`src/dbcmd_pkg.sv`:
```
// Purpose: Shared constants and carriers for the detector board command interpreter.
// Assumes: One 100 MHz clock; words arrive already framed by the transport.
// Notes:   Offsets are command IDs; field positions are payload bit numbers.
`default_nettype none
package dbcmd_pkg;
  // ==========================================================================
  // Command IDs and reply marking
  // ==========================================================================
  localparam logic [15:0] DBCMD_SRAM_CLEAR   = 16'h000D;
  localparam logic [15:0] DBCMD_SYS_RESET    = 16'h000F;
  localparam logic [15:0] DBCMD_NODE_TYPE    = 16'h0010;
  localparam logic [15:0] DBCMD_VERSION      = 16'h0011;
  localparam logic [15:0] DBCMD_TC_WRITE     = 16'h0101;
  localparam logic [15:0] DBCMD_TC_READ      = 16'h0102;
  localparam logic [15:0] DBCMD_ADC_RESET    = 16'h0103;
  localparam logic [15:0] DBCMD_ADC_WRITE    = 16'h0104;
  localparam logic [15:0] DBCMD_DAC_RESET    = 16'h0105;
  localparam logic [15:0] DBCMD_DAC_WRITE    = 16'h0106;
  localparam logic [15:0] DBCMD_SAWTOOTH     = 16'h0107;
  localparam int          DBCMD_REPLY_BIT    = 15;
  localparam int          DBCMD_BCAST_BIT    = 31;
  localparam int          DBCMD_DEST_BCAST   = 15;
  // ==========================================================================
  // Node roles
  // ==========================================================================
  localparam logic [3:0]  DBCMD_CENTRAL_CONTROLLER_NODE  = 4'h0;
  localparam logic [3:0]  DBCMD_MULTIPLEXER_BOARD_NODE   = 4'h1;
  localparam logic [3:0]  DBCMD_UNIT_CONTROLLER_NODE     = 4'h2;
  localparam logic [3:0]  DBCMD_DETECTOR_BOARD_NODE      = 4'h3;
  localparam logic [3:0]  DBCMD_COMBINED_CONTROLLER_NODE = 4'h4;
  // ==========================================================================
  // Time converter control
  // ==========================================================================
  localparam logic [7:0]  DBCMD_TC_RESET     = 8'h80;
  localparam logic [7:0]  DBCMD_TC_CALIBRATE = 8'h02;
  localparam logic [7:0]  DBCMD_TC_RUN       = 8'h04;
  localparam logic [31:0] DBCMD_TC_CTRL_RST  = 32'h0000_0000;
  // ==========================================================================
  // ADC and DAC fields
  // ==========================================================================
  localparam int          DBCMD_ADC_DATA_LSB = 0;
  localparam int          DBCMD_ADC_ADDR_LSB = 18;
  localparam int          DBCMD_ADC_CHIP_BIT = 27;
  localparam logic [7:0]  DBCMD_ADC_GAIN_LO  = 8'h2A;
  localparam logic [7:0]  DBCMD_ADC_GAIN_HI  = 8'h2B;
  localparam logic [15:0] DBCMD_ADC_GAIN_RST = 16'h0000;
  localparam int          DBCMD_DAC_DATA_LSB = 0;
  localparam int          DBCMD_DAC_ADDR_LSB = 13;
  localparam int          DBCMD_DAC_CMD_LSB  = 17;
  localparam int          DBCMD_DAC_CHIP_LSB = 23;
  localparam int          DBCMD_DAC_TYPE_LSB = 27;
  localparam logic [3:0]  DBCMD_DAC_CMD_SET  = 4'h3;
  localparam logic [3:0]  DBCMD_DAC_ADDR_ALL = 4'hF;
  localparam logic [1:0]  DBCMD_TYPE_ENERGY  = 2'b00;
  localparam logic [1:0]  DBCMD_TYPE_TIMING  = 2'b01;
  localparam logic [1:0]  DBCMD_TYPE_ALL     = 2'b11;
  localparam logic [9:0]  DBCMD_DAC_RST      = 10'h000;
  localparam int          DBCMD_SAW_CHIP_LSB = 0;
  localparam int          DBCMD_SAW_TYPE_LSB = 4;
  localparam int          DBCMD_SAW_CNT_LSB  = 6;
  // ==========================================================================
  // Sizes and timing
  // ==========================================================================
  localparam int          DBCMD_SRAM_AW      = 16;
  localparam int          DBCMD_DAC_CHIPS    = 4;
  localparam int          DBCMD_ADC_CHIPS    = 2;
  localparam int          DBCMD_CLK_MHZ      = 100;
  localparam int          DBCMD_PULSE_NS     = 1000;
  localparam int          DBCMD_PULSE_CYC    = (DBCMD_PULSE_NS * DBCMD_CLK_MHZ + 999) / 1000;

  typedef struct packed {
    logic [15:0] id;
    logic [15:0] dest;
    logic [31:0] payload;
  } dbcmd_word_t;

  typedef struct packed {
    logic        adc_chip;
    logic [7:0]  adc_addr;
    logic [15:0] adc_data;
  } dbcmd_adc_wr_t;
endpackage
`default_nettype wire

```
`src/dbcmd_top.sv`:
```
// Purpose: Decodes host command words and carries out detector board actions.
// Assumes: Request and reply use valid/ready; peripherals take one-cycle strobes.
// Notes:   Gain and threshold settings are mirrored here and driven out as vectors.
`default_nettype none
module dbcmd_top #(
  parameter logic [15:0] NODE_ADDR  = 16'h0001,
  parameter logic [7:0]  VER_MAJOR  = 8'h01,  // Arbitrary value.
  parameter logic [7:0]  VER_MINOR  = 8'h00,  // Arbitrary value.
  parameter logic [3:0]  VER_SUB    = 4'h0    // Arbitrary value.
) (
  input  wire logic                        sys_clk,
  input  wire logic                        reset_n,
  input  wire logic                        cmd_valid,
  output logic                             cmd_ready,
  input  wire dbcmd_pkg::dbcmd_word_t      cmd_word,
  output logic                             rsp_valid,
  input  wire logic                        rsp_ready,
  output dbcmd_pkg::dbcmd_word_t           rsp_word,
  output logic                             sram_we,
  output logic [dbcmd_pkg::DBCMD_SRAM_AW-1:0] sram_addr,
  output logic [31:0]                      sram_wdata,
  output logic [31:0]                      time_converter_control,
  output logic                             adc_wr_strobe,
  output logic [1:0]                       adc_wr_chips,
  output dbcmd_pkg::dbcmd_adc_wr_t         adc_wr,
  output logic [63:0]                      adc_gain,
  output logic [159:0]                     dac_energy,
  output logic [159:0]                     dac_timing,
  output logic [3:0]                       saw_pulse_energy,
  output logic [3:0]                       saw_pulse_timing
);
  import dbcmd_pkg::*;

  typedef enum {DBCMD_IDLE, DBCMD_CLEAR, DBCMD_SAW, DBCMD_REPLY} dbcmd_state_t;

  // ==========================================================================
  // Reset synchroniser
  // ==========================================================================
  logic rst_meta_n;
  logic rst_n;
  always_ff @(posedge sys_clk or negedge reset_n) begin
    if (!reset_n) begin
      rst_meta_n <= 1'b0;
      rst_n      <= 1'b0;
    end else begin
      rst_meta_n <= 1'b1;
      rst_n      <= rst_meta_n;
    end
  end

  // ==========================================================================
  // Decode helpers
  // ==========================================================================
  // Type match used by both threshold writes and sawtooth selection.
  function automatic logic type_hits(input logic [1:0] typ, input logic [1:0] want);
    type_hits = (typ == want) || (typ == DBCMD_TYPE_ALL);
  endfunction

  function automatic logic chip_hits(input logic [3:0] chip, input int idx, input logic bcast);
    chip_hits = bcast || (chip == 4'(idx));
  endfunction

  dbcmd_state_t state;
  dbcmd_word_t  req;
  logic [31:0]  rsp_payload;
  logic         reply_wanted;
  logic [7:0]   saw_left;
  logic [15:0]  saw_timer;
  logic [3:0]   saw_chip;
  logic [1:0]   saw_type;
  logic         saw_bcast;
  logic         saw_fire;

  logic accept;
  logic for_me;
  logic [15:0] cid;
  logic [31:0] pl;
  // Ready waits for the internal reset to lift, so no word is taken and then lost.
  assign cmd_ready = (state == DBCMD_IDLE) && rst_n;
  assign accept    = cmd_valid && cmd_ready;
  assign for_me    = cmd_word.dest[DBCMD_DEST_BCAST] || (cmd_word.dest == NODE_ADDR);
  assign cid       = {1'b0, cmd_word.id[14:0]};  // Top bit only marks non-blocking.
  assign pl        = cmd_word.payload;

  logic do_sysrst;
  logic do_adcrst;
  logic do_dacrst;
  assign do_sysrst = accept && for_me && (cid == DBCMD_SYS_RESET);
  assign do_adcrst = do_sysrst || (accept && for_me && (cid == DBCMD_ADC_RESET));
  assign do_dacrst = do_sysrst || (accept && for_me && (cid == DBCMD_DAC_RESET));

  // ==========================================================================
  // Sequencer
  // ==========================================================================
  logic cmd_hit;
  assign cmd_hit = accept && for_me;

  // One command at a time: ready stays low until the reply has been taken.
  always_ff @(posedge sys_clk or negedge rst_n) begin
    if (!rst_n) begin
      state <= DBCMD_IDLE;
    end else begin
      case (state)
        DBCMD_IDLE: begin
          if (cmd_hit && (cid == DBCMD_SRAM_CLEAR)) begin
            state <= DBCMD_CLEAR;
          end else if (cmd_hit && (cid == DBCMD_SAWTOOTH) && (pl[DBCMD_SAW_CNT_LSB +: 8] != 8'h00)) begin
            state <= DBCMD_SAW;
          end else if (cmd_hit) begin
            state <= DBCMD_REPLY;
          end
        end
        DBCMD_CLEAR: begin
          if (sram_addr == {DBCMD_SRAM_AW{1'b1}}) begin
            state <= DBCMD_REPLY;
          end
        end
        DBCMD_SAW: begin
          if ((saw_timer == 16'(DBCMD_PULSE_CYC - 1)) && (saw_left == 8'h01)) begin
            state <= DBCMD_REPLY;
          end
        end
        DBCMD_REPLY: begin
          if (!reply_wanted || rsp_ready) begin
            state <= DBCMD_IDLE;
          end
        end
        default: state <= DBCMD_IDLE;
      endcase
    end
  end

  // Reply fields are captured at acceptance so later inputs cannot disturb them.
  always_ff @(posedge sys_clk or negedge rst_n) begin
    if (!rst_n) begin
      req          <= '0;
      reply_wanted <= 1'b0;
      rsp_payload  <= '0;
    end else if (cmd_hit) begin
      req          <= cmd_word;
      // Under broadcast only the node named by the low bits answers.
      reply_wanted <= ({1'b0, cmd_word.dest[14:0]} == NODE_ADDR);
      case (cid)
        DBCMD_NODE_TYPE: rsp_payload <= {28'h0, DBCMD_DETECTOR_BOARD_NODE};
        DBCMD_VERSION:   rsp_payload <= {12'h0, VER_MAJOR, VER_MINOR, VER_SUB};
        DBCMD_TC_WRITE:  rsp_payload <= {24'h0, pl[7:0]};
        DBCMD_TC_READ:   rsp_payload <= time_converter_control;
        DBCMD_ADC_WRITE: rsp_payload <= pl;
        DBCMD_DAC_WRITE: rsp_payload <= pl;
        DBCMD_SAWTOOTH:  rsp_payload <= pl;
        default:         rsp_payload <= '0;
      endcase
    end
  end

  // The sweep wraps back to zero on its last write, ready for the next clear.
  always_ff @(posedge sys_clk or negedge rst_n) begin
    if (!rst_n) begin
      sram_addr <= '0;
    end else if (state == DBCMD_CLEAR) begin
      sram_addr <= sram_addr + 1'b1;
    end else begin
      sram_addr <= '0;
    end
  end

  // A long train stalls the command path until its last pulse.
  always_ff @(posedge sys_clk or negedge rst_n) begin
    if (!rst_n) begin
      saw_left  <= '0;
      saw_timer <= '0;
      saw_chip  <= '0;
      saw_type  <= '0;
      saw_bcast <= 1'b0;
    end else if (cmd_hit && (cid == DBCMD_SAWTOOTH)) begin
      saw_chip  <= pl[DBCMD_SAW_CHIP_LSB +: 4];
      saw_type  <= pl[DBCMD_SAW_TYPE_LSB +: 2];
      saw_left  <= pl[DBCMD_SAW_CNT_LSB +: 8];
      saw_bcast <= pl[DBCMD_BCAST_BIT];
      saw_timer <= '0;
    end else if (state == DBCMD_SAW) begin
      if (saw_timer == 16'(DBCMD_PULSE_CYC - 1)) begin
        saw_timer <= '0;
        saw_left  <= saw_left - 1'b1;
      end else begin
        saw_timer <= saw_timer + 1'b1;
      end
    end
  end

  assign sram_we    = (state == DBCMD_CLEAR);
  assign sram_wdata = 32'h0000_0000;
  // Each pulse is high for the first half of its period.
  assign saw_fire   = (state == DBCMD_SAW) && (saw_timer < 16'(DBCMD_PULSE_CYC / 2));

  // ==========================================================================
  // Reply
  // ==========================================================================
  assign rsp_valid        = (state == DBCMD_REPLY) && reply_wanted;
  assign rsp_word.id      = req.id | 16'(1 << DBCMD_REPLY_BIT);
  assign rsp_word.dest    = req.dest;
  assign rsp_word.payload = rsp_payload;

  // ==========================================================================
  // Time converter control
  // ==========================================================================
  always_ff @(posedge sys_clk or negedge rst_n) begin
    if (!rst_n) begin
      time_converter_control <= DBCMD_TC_CTRL_RST;
    end else if (do_sysrst) begin
      time_converter_control <= DBCMD_TC_CTRL_RST;
    end else if (accept && for_me && (cid == DBCMD_TC_WRITE)) begin
      time_converter_control <= {24'h0, pl[7:0]};
    end
  end

  // ==========================================================================
  // ADC configuration
  // ==========================================================================
  logic adc_go;
  assign adc_go = accept && for_me && (cid == DBCMD_ADC_WRITE);
  always_ff @(posedge sys_clk or negedge rst_n) begin
    if (!rst_n) begin
      adc_wr_strobe <= 1'b0;
      adc_wr_chips  <= '0;
      adc_wr        <= '0;
    end else begin
      adc_wr_strobe <= adc_go;
      if (adc_go) begin
        adc_wr.adc_data <= pl[DBCMD_ADC_DATA_LSB +: 16];
        adc_wr.adc_addr <= pl[DBCMD_ADC_ADDR_LSB +: 8];
        adc_wr.adc_chip <= pl[DBCMD_ADC_CHIP_BIT];
        adc_wr_chips    <= pl[DBCMD_BCAST_BIT] ? 2'b11 :
                           (pl[DBCMD_ADC_CHIP_BIT] ? 2'b10 : 2'b01);
      end
    end
  end

  genvar g;
  generate
    for (g = 0; g < DBCMD_ADC_CHIPS; g++) begin : g_adc
      always_ff @(posedge sys_clk or negedge rst_n) begin
        if (!rst_n) begin
          adc_gain[g*32 +: 32] <= {2{DBCMD_ADC_GAIN_RST}};
        end else if (do_adcrst) begin
          adc_gain[g*32 +: 32] <= {2{DBCMD_ADC_GAIN_RST}};
        end else if (adc_go && (pl[DBCMD_BCAST_BIT] || (pl[DBCMD_ADC_CHIP_BIT] == 1'(g)))) begin
          // Lower group packs channel 3 down to 0; the upper group reverses order.
          if (pl[DBCMD_ADC_ADDR_LSB +: 8] == DBCMD_ADC_GAIN_LO) begin
            adc_gain[g*32 +: 16] <= pl[15:0];
          end else if (pl[DBCMD_ADC_ADDR_LSB +: 8] == DBCMD_ADC_GAIN_HI) begin
            adc_gain[g*32+16 +: 16] <= {pl[3:0], pl[7:4], pl[11:8], pl[15:12]};
          end
        end
      end
    end
  endgenerate

  // ==========================================================================
  // Threshold DACs
  // ==========================================================================
  logic       dac_go;
  logic [1:0] dac_type;
  logic [3:0] dac_chip;
  logic [3:0] dac_addr;
  assign dac_go   = accept && for_me && (cid == DBCMD_DAC_WRITE)
                    && (pl[DBCMD_DAC_CMD_LSB +: 4] == DBCMD_DAC_CMD_SET);
  assign dac_type = pl[DBCMD_DAC_TYPE_LSB +: 2];
  assign dac_chip = pl[DBCMD_DAC_CHIP_LSB +: 4];
  assign dac_addr = pl[DBCMD_DAC_ADDR_LSB +: 4];

  genvar c;
  generate
    for (c = 0; c < 4 * DBCMD_DAC_CHIPS; c++) begin : g_dac
      logic hit;
      // Channel c lives on chip c/4 at address c mod 4.
      assign hit = dac_go && chip_hits(dac_chip, c / 4, pl[DBCMD_BCAST_BIT])
                   && ((dac_addr == 4'(c % 4)) || (dac_addr == DBCMD_DAC_ADDR_ALL));
      always_ff @(posedge sys_clk or negedge rst_n) begin
        if (!rst_n) begin
          dac_energy[c*10 +: 10] <= DBCMD_DAC_RST;
          dac_timing[c*10 +: 10] <= DBCMD_DAC_RST;
        end else if (do_dacrst) begin
          dac_energy[c*10 +: 10] <= DBCMD_DAC_RST;
          dac_timing[c*10 +: 10] <= DBCMD_DAC_RST;
        end else if (hit) begin
          if (type_hits(dac_type, DBCMD_TYPE_ENERGY)) begin
            dac_energy[c*10 +: 10] <= pl[DBCMD_DAC_DATA_LSB +: 10];
          end
          if (type_hits(dac_type, DBCMD_TYPE_TIMING)) begin
            dac_timing[c*10 +: 10] <= pl[DBCMD_DAC_DATA_LSB +: 10];
          end
        end
      end
    end
  endgenerate

  // ==========================================================================
  // Sawtooth outputs
  // ==========================================================================
  genvar s;
  generate
    for (s = 0; s < DBCMD_DAC_CHIPS; s++) begin : g_saw
      always_ff @(posedge sys_clk or negedge rst_n) begin
        if (!rst_n) begin
          saw_pulse_energy[s] <= 1'b0;
          saw_pulse_timing[s] <= 1'b0;
        end else begin
          saw_pulse_energy[s] <= saw_fire && chip_hits(saw_chip, s, saw_bcast)
                                 && type_hits(saw_type, DBCMD_TYPE_ENERGY);
          saw_pulse_timing[s] <= saw_fire && chip_hits(saw_chip, s, saw_bcast)
                                 && type_hits(saw_type, DBCMD_TYPE_TIMING);
        end
      end
    end
  endgenerate
endmodule
`default_nettype wire

```
`config.mk`:
```
export PLATFORM = sky130hd
export DESIGN_NAME = dbcmd_top
export DESIGN_NICKNAME = d
export VERILOG_FILES = /design/src/dbcmd_pkg.sv /design/src/dbcmd_top.sv
export SDC_FILE = /design/constraint.sdc
export NUM_CORES = 1
export LEC_CHECK = 0
export BUFFER_PORTS_ARGS = -buffer_cell sky130_fd_sc_hd__buf_2
export CAP_MARGIN = 10
export CORE_AREA = 2 2 245 247
export CTS_CLUSTER_SIZE = 10
export DETAILED_ROUTE_END_ITERATION = 8
export DIE_AREA = 0 0 247 249
export PLACE_DENSITY = 0.67
export REMOVE_ABC_BUFFERS = 1
export SYNTH_ARGS = -nofsm -noshare
export SYNTH_HDL_FRONTEND = slang
export SYNTH_SLANG_ARGS = --single-unit
```
`constraint.sdc`:
```
create_clock -name sys_clk -period 18.4 [get_ports sys_clk]
set_input_delay 1.84 -clock sys_clk [delete_from_list [all_inputs] [get_ports sys_clk]]
set_output_delay 1.84 -clock sys_clk [all_outputs]
set_load 0.01 [all_outputs]
```
=== After elaboration in Yosys (flattened, before gate mapping) ===
Cells that the tools add are included.

* Add/subtract/negate cells: 3
* Order comparisons: 1
* Equal/unequal tests: 44
* Multiplexer cells: 92
* Bitwise operators: 1
* Reductions and logical operators: 145

{| class="wikitable"
|+ Operators with widths
! operator !! number
|-
| 2-to-1 mux 10 bit || 66
|-
| 2-to-1 mux 32 bit || 12
|-
| case mux 32 bit (5 select lines) || 1
|-
| case mux 32 bit (4 select lines) || 1
|-
| 2-to-1 mux 16 bit || 7
|-
| equality test 15 x 9 -> 1 bit (second input constant) || 7
|-
| equality test 32 x 2 -> 1 bit (second input constant) || 3
|-
| AND reduction 2 bit || 35
|-
| equality test 32 x 3 -> 1 bit (second input constant) || 2
|-
| logical NOT 32 bit || 2
|-
| logical AND 1 bit || 50
|-
| nonzero test 2 bit || 25
|-
| adder 16 x 1 -> 16 bit (second input constant) || 2
|-
| equality test 32 x 1 -> 1 bit (second input constant) || 1
|-
| equality test 15 x 4 -> 1 bit (second input constant) || 2
|-
| equality test 15 x 5 -> 1 bit (second input constant) || 2
|-
| equality test 4 x 2 -> 1 bit (second input constant) || 7
|-
| 2-to-1 mux 8 bit || 3
|-
| logical OR 1 bit || 22
|-
| equality test 16 x 1 -> 1 bit (second input constant) || 1
|-
| equality test 16 bit (second input constant) || 1
|-
| equality test 16 x 7 -> 1 bit (second input constant) || 1
|-
| equality test 8 x 6 -> 1 bit (second input constant) || 2
|-
| < comparator 16 x 6 -> 1 bit (second input constant) || 1
|-
| 18 further kinds || 30
|}

* Register bits: 597
* Input bits: 68
* Output and inout bits: 567
* Word-level logic and storage cells: 349

=== Logic depth before layout (Yosys ltp) ===
* Depth in word-level cells: 10
* Gate-level depth with buffers: 9
* Gate-level depth less buffers: 7

=== Least setup slack after synthesis ===
No wires, ideal clock.

* Path type: register to register
* From: register rst_n
* To: register adc_wr[10] (netlist bit)
* Setup time: 125 ps
* Arrival time: 15342 ps
* Required time: 18275 ps
* Path slack: 2933 ps
* Stages on the path, launching flop included: 6
* Path buffers: 1
* Period minus slack after synthesis: 15467 ps
* Path through: dfrtp_1 -> and3_2 -> nand2_4 -> nor4_4 -> buf_6 -> mux2_2

* Word-level cells in the longest chain between the ends: 4

{| class="wikitable"
|+ RTL lines
! what !! line !! RTL
|-
| from (decl) || dbcmd_top.sv:40 || <nowiki>logic rst_n;</nowiki>
|-
| from (signal assigned) || dbcmd_top.sv:47 || <nowiki>rst_n <= rst_meta_n;</nowiki>
|-
| logical AND 1 bit || dbcmd_top.sv:79 || <nowiki>assign cmd_ready = (state == DBCMD_IDLE) && rst_n;</nowiki>
|-
| logical AND 1 bit || dbcmd_top.sv:80 || <nowiki>assign accept = cmd_valid && cmd_ready;</nowiki>
|-
| logical AND 1 bit (2 in series) || dbcmd_top.sv:221 || <nowiki>assign adc_go = accept && for_me && (cid == DBCMD_ADC_WRITE);</nowiki>
|-
| to (decl) || dbcmd_top.sv:25 || <nowiki>output dbcmd_pkg::dbcmd_adc_wr_t adc_wr,</nowiki>
|}

No other way between the ends.
A chain may end at the register's enable or synchronous reset.

=== Worst setup path in the final report ===
* From: input cmd_word[38] (netlist bit)
* To: register adc_wr[4] (netlist bit)

* Word-level cells in the longest chain between the ends: 4

{| class="wikitable"
|+ RTL lines
! what !! line !! RTL
|-
| from (decl) || dbcmd_top.sv:15 || <nowiki>input wire dbcmd_pkg::dbcmd_word_t cmd_word,</nowiki>
|-
| equality test 16 x 1 -> 1 bit || dbcmd_top.sv:81 || <nowiki>assign for_me = cmd_word.dest[DBCMD_DEST_BCAST] || (cmd_word.dest == NODE_ADDR);</nowiki>
|-
| logical OR 1 bit || dbcmd_top.sv:81 ||
|-
| logical AND 1 bit (2 in series) || dbcmd_top.sv:221 ||
|}

No other way between the ends.

==> summary.md <==
| Metric | Value |
|---|---|
| Sequential share of the synthesized area | `0.601` |
| Drt pass-1 iters | `5` |
| Met2 Use GR | `0.381` |
| Total grt overflow | `0` |
| Startpoint types | `primary input` |
| Most used routing layer | `met2` |
| Status | `completed` |
| Die Wd | `247 um` |
| Largest area contributor in the netlist | `dfrtp_1` |
| H-tree depth | `3` |
| Row count | `89` |
| Worst endpoint required time | `18880 ps` |
| WS Path Type | `primary input to flip-flop` |
| Share of cells above drive strength 1 | `0.357` |
| Largest net degree at the start of global routing | `174` |
| Most used DFF post-synth | `dfrtp_1` |
| Relative slew slack | `0.212` |
| Top post-synthesis cells by count | `dfrtp_1 (543), a22o_1 (324), nand2_1 (186)` |
| Max stage delay on crit path | `900 ps` |
| Global-route total usage across every layer | `0.239` |
| Placed wire-length estimate | `50.1 mm` |
| Clk_lat worst skew | `620 ps` |
| PD cells | `97.8 mW/mm^2` |
| Worst Clk Skew | `25.7 ps` |
| Mean area per synthesized cell | `12.7 um^2` |
| Clk buf depth | `3` |
| Post-synth ARST share | `1.00` |
| Worst-Margin Slew | `1180 ps` |
| Initial antenna violation count | `3` |
| Initial Util | `0.385` |
| Core Footprint | `0.0587 mm^2` |
| Cell chosen for the clock root | `clkbuf_16` |
| Final Max Slew Viols | `0` |
| Worst Path Buf+Inv | `2` |
| Number of flops mapped to enable cells by yosys | `0` |
| FILL cells | `5292` |
| Peak VDD IR | `0.0000633 V` |
| Die Span Y | `249 um` |
| Dpl ws | `13110 ps` |
| Fin Setup TNS | `0 ps` |
| First DRT Iteration DRCs | `1238` |
| Seq. cell area | `0.0136 mm^2` |
| GRT met1 Usage | `0.312` |
| CTS tree | `yes` |
| Syn Inst Count | `1782` |
| Yosys warns | `0` |
| First-pass GRT wire length | `112 mm` |
| Vias | `17600` |
| # Max-Cap Violations | `0` |
| Clock slew at reported path FFs | `50 ps` |
| Crit-path cells | `buf_2 > nor4_1 > a41o_2 > nand2_8 > nor4_4 > buf_4 > mux2_2` |
| Cts repair resizes | `0` |
| Final Hold Vio Count | `0` |
| Top Ports | `635` |
| Pleak | `15.2 nW` |
| Sink Count | `543` |
| PortBufs | `576` |
| Post-cts hold buffer count | `0` |
| Synth top area cells | `dfrtp_1 (60%), a22o_1 (13%), mux2_2 (4.8%), nand2_1 (3.1%), nor3_4 (2.4%)` |
| Multi-input logic area | `0.00828 mm^2` |
| Fmax | `214 MHz` |
| RSZ-0062 raised after global routing | `false` |
| Setup Fix Bufs, Post-CTS | `0` |
| CP max stage cell | `nor4_4` |
| Share of the synthesized area in the top cell type | `0.601` |
| Synth cell types | `75` |
| Met3 usage | `0.0579` |
| Worst reg2reg setup slack | `14910 ps` |
| Post-Route WL | `75.2 mm` |
| Post-DRT Antenna Nets | `0` |
| Die area | `0.0615 mm^2` |
| Endpoint class of the critical path | `flip-flop` |
| Vias in the first global route | `17400` |
| Tcrit/Tclk final | `0.254` |
| Final Setup Violations | `0` |
| Count leader, synth | `dfrtp_1` |
| Global placer's final weighted congestion | `0.837` |
| Crit-path max FO | `66` |
| WP data arrival | `5160 ps` |
| Post-layout min period | `4680 ps` |
| DR DRC count | `0` |
| Synthesized flop and latch total | `543` |
| Setup ws final | `13720 ps` |
| NumNets Final | `2431` |
| Layout area overhead | `23.6%` |
| Worst hold path class | `flip-flop to asynchronous set/reset pin` |
| CTS Buf Count | `66` |
| Mean number of vias per cell | `5.60` |
| Delay-heaviest family, CP | `simple AND/OR/NAND/NOR gates` |
| WL/cell | `23.9 um` |
| Synthesized area | `0.0226 mm^2` |
power breakdown:
part / internal [mW] / switching, mW / total (mW) / leakage (nW)
registers: 1.24 / 0.0366 / 1.28 / 7.39
logic: 0.0857 / 0.192 / 0.278 / 6.91
clock network: 0.678 / 0.499 / 1.18 / 0.915
total: 2.01 / 0.728 / 2.73 / 15.2
per-layer routing:
layer | vias to the layer above | routed length, um
met4 | 2 | 2680
met5 | - | 13
met3 | 163 | 6050
met2 | 803 | 36000
met1 | 9038 | 30400
li1 | 7597 | -
sequential cells by signal, summed over array words and instances (netlist names), 4 cells and up:
register and cells:
time_converter_control 8, dac_timing 160, sram_addr 16, adc_wr 25, adc_gain 64, rsp_payload 32, saw_timer 16, dac_energy 160
rsp_word 31, saw_pulse_timing 4, saw_left 8, saw_pulse_energy 4, saw_chip 4
kinds of logic (layout without fill, tap and decap cells):
logic type	Yosys count	in the layout	share of synthesized area
flops	543	543	0.601
compound gates	459	459	0.166
simple gates	449	449	0.118
buf+inv	183	712	0.0438
mux	112	112	0.0549
xor+xnor	21	21	0.00814
fa+ha+maj	13	13	0.00719
other cells	2	59	0.000332
layout by cell type, fill, tap and decap left out, types with 13 or more instances in the layout:
| master | synthesis | final |
|---|---|---|
| ha_1 | 13 | 13 |
| nor2_1 | 31 | 29 |
| clkbuf_16 | 0 | 66 |
| mux2_2 | 96 | 96 |
| nand2_1 | 186 | 186 |
| nor4_1 | 46 | 46 |
| conb_1 | 2 | 58 |
| dfrtp_1 | 543 | 542 |
| nor3_1 | 17 | 17 |
| o21ai_1 | 32 | 32 |
| a22o_1 | 324 | 324 |
| buf_4 | 65 | 30 |
| mux2i_1 | 16 | 16 |
| o21a_1 | 16 | 16 |
| nor3_4 | 33 | 33 |
| nand4_1 | 14 | 14 |
| buf_2 | 12 | 576 |
| nand3_1 | 38 | 38 |
| inv_1 | 19 | 19 |
| o21ai_0 | 27 | 27 |
| and2_1 | 15 | 15 |
per-stage QoR:
step / instance area (um^2) / hold WS, ps / cells / total power [mW] / util
after floorplan: 21900 / 331 / 1675 / 1.44 / -
after detailed placement: 26000 / 348 / 3055 / 1.58 / 0.444
after CTS: 27900 / 357 / 3140 / 2.76 / 0.476
after global placement: 26000 / 339 / 3055 / 1.57 / 0.444
final: 27900 / 331 / 3141 / 2.73 / 0.476
after global routing: 27900 / 364 / 3141 / 2.85 / 0.476
cell type report:
class,count,area share
Antenna cell,1,0.0000896
Clock buffer,76,0.0615
Clock inverter,9,0.00627
Inverter,20,0.00269
Multi-Input combinational cell,1112,0.296
Sequential cell,543,0.487
Tap cell,773,0.0346
Timing Repair Buffer,607,0.112
path summary, 6_finish.rpt:
path                               from              end  cells past startpoint
min reg2reg                       rst_n  dac_timing[121]                      0
min                               rst_n  dac_timing[121]                      0
max                        cmd_word[38]        adc_wr[4]                      7
min in group sys_clk         rst_meta_n            rst_n                      0
max in group asynchronous         rst_n   dac_energy[33]                      2
max reg2reg                       rst_n        adc_wr[4]                      5
No activity file was read; power rests on OpenSTA's default activity.
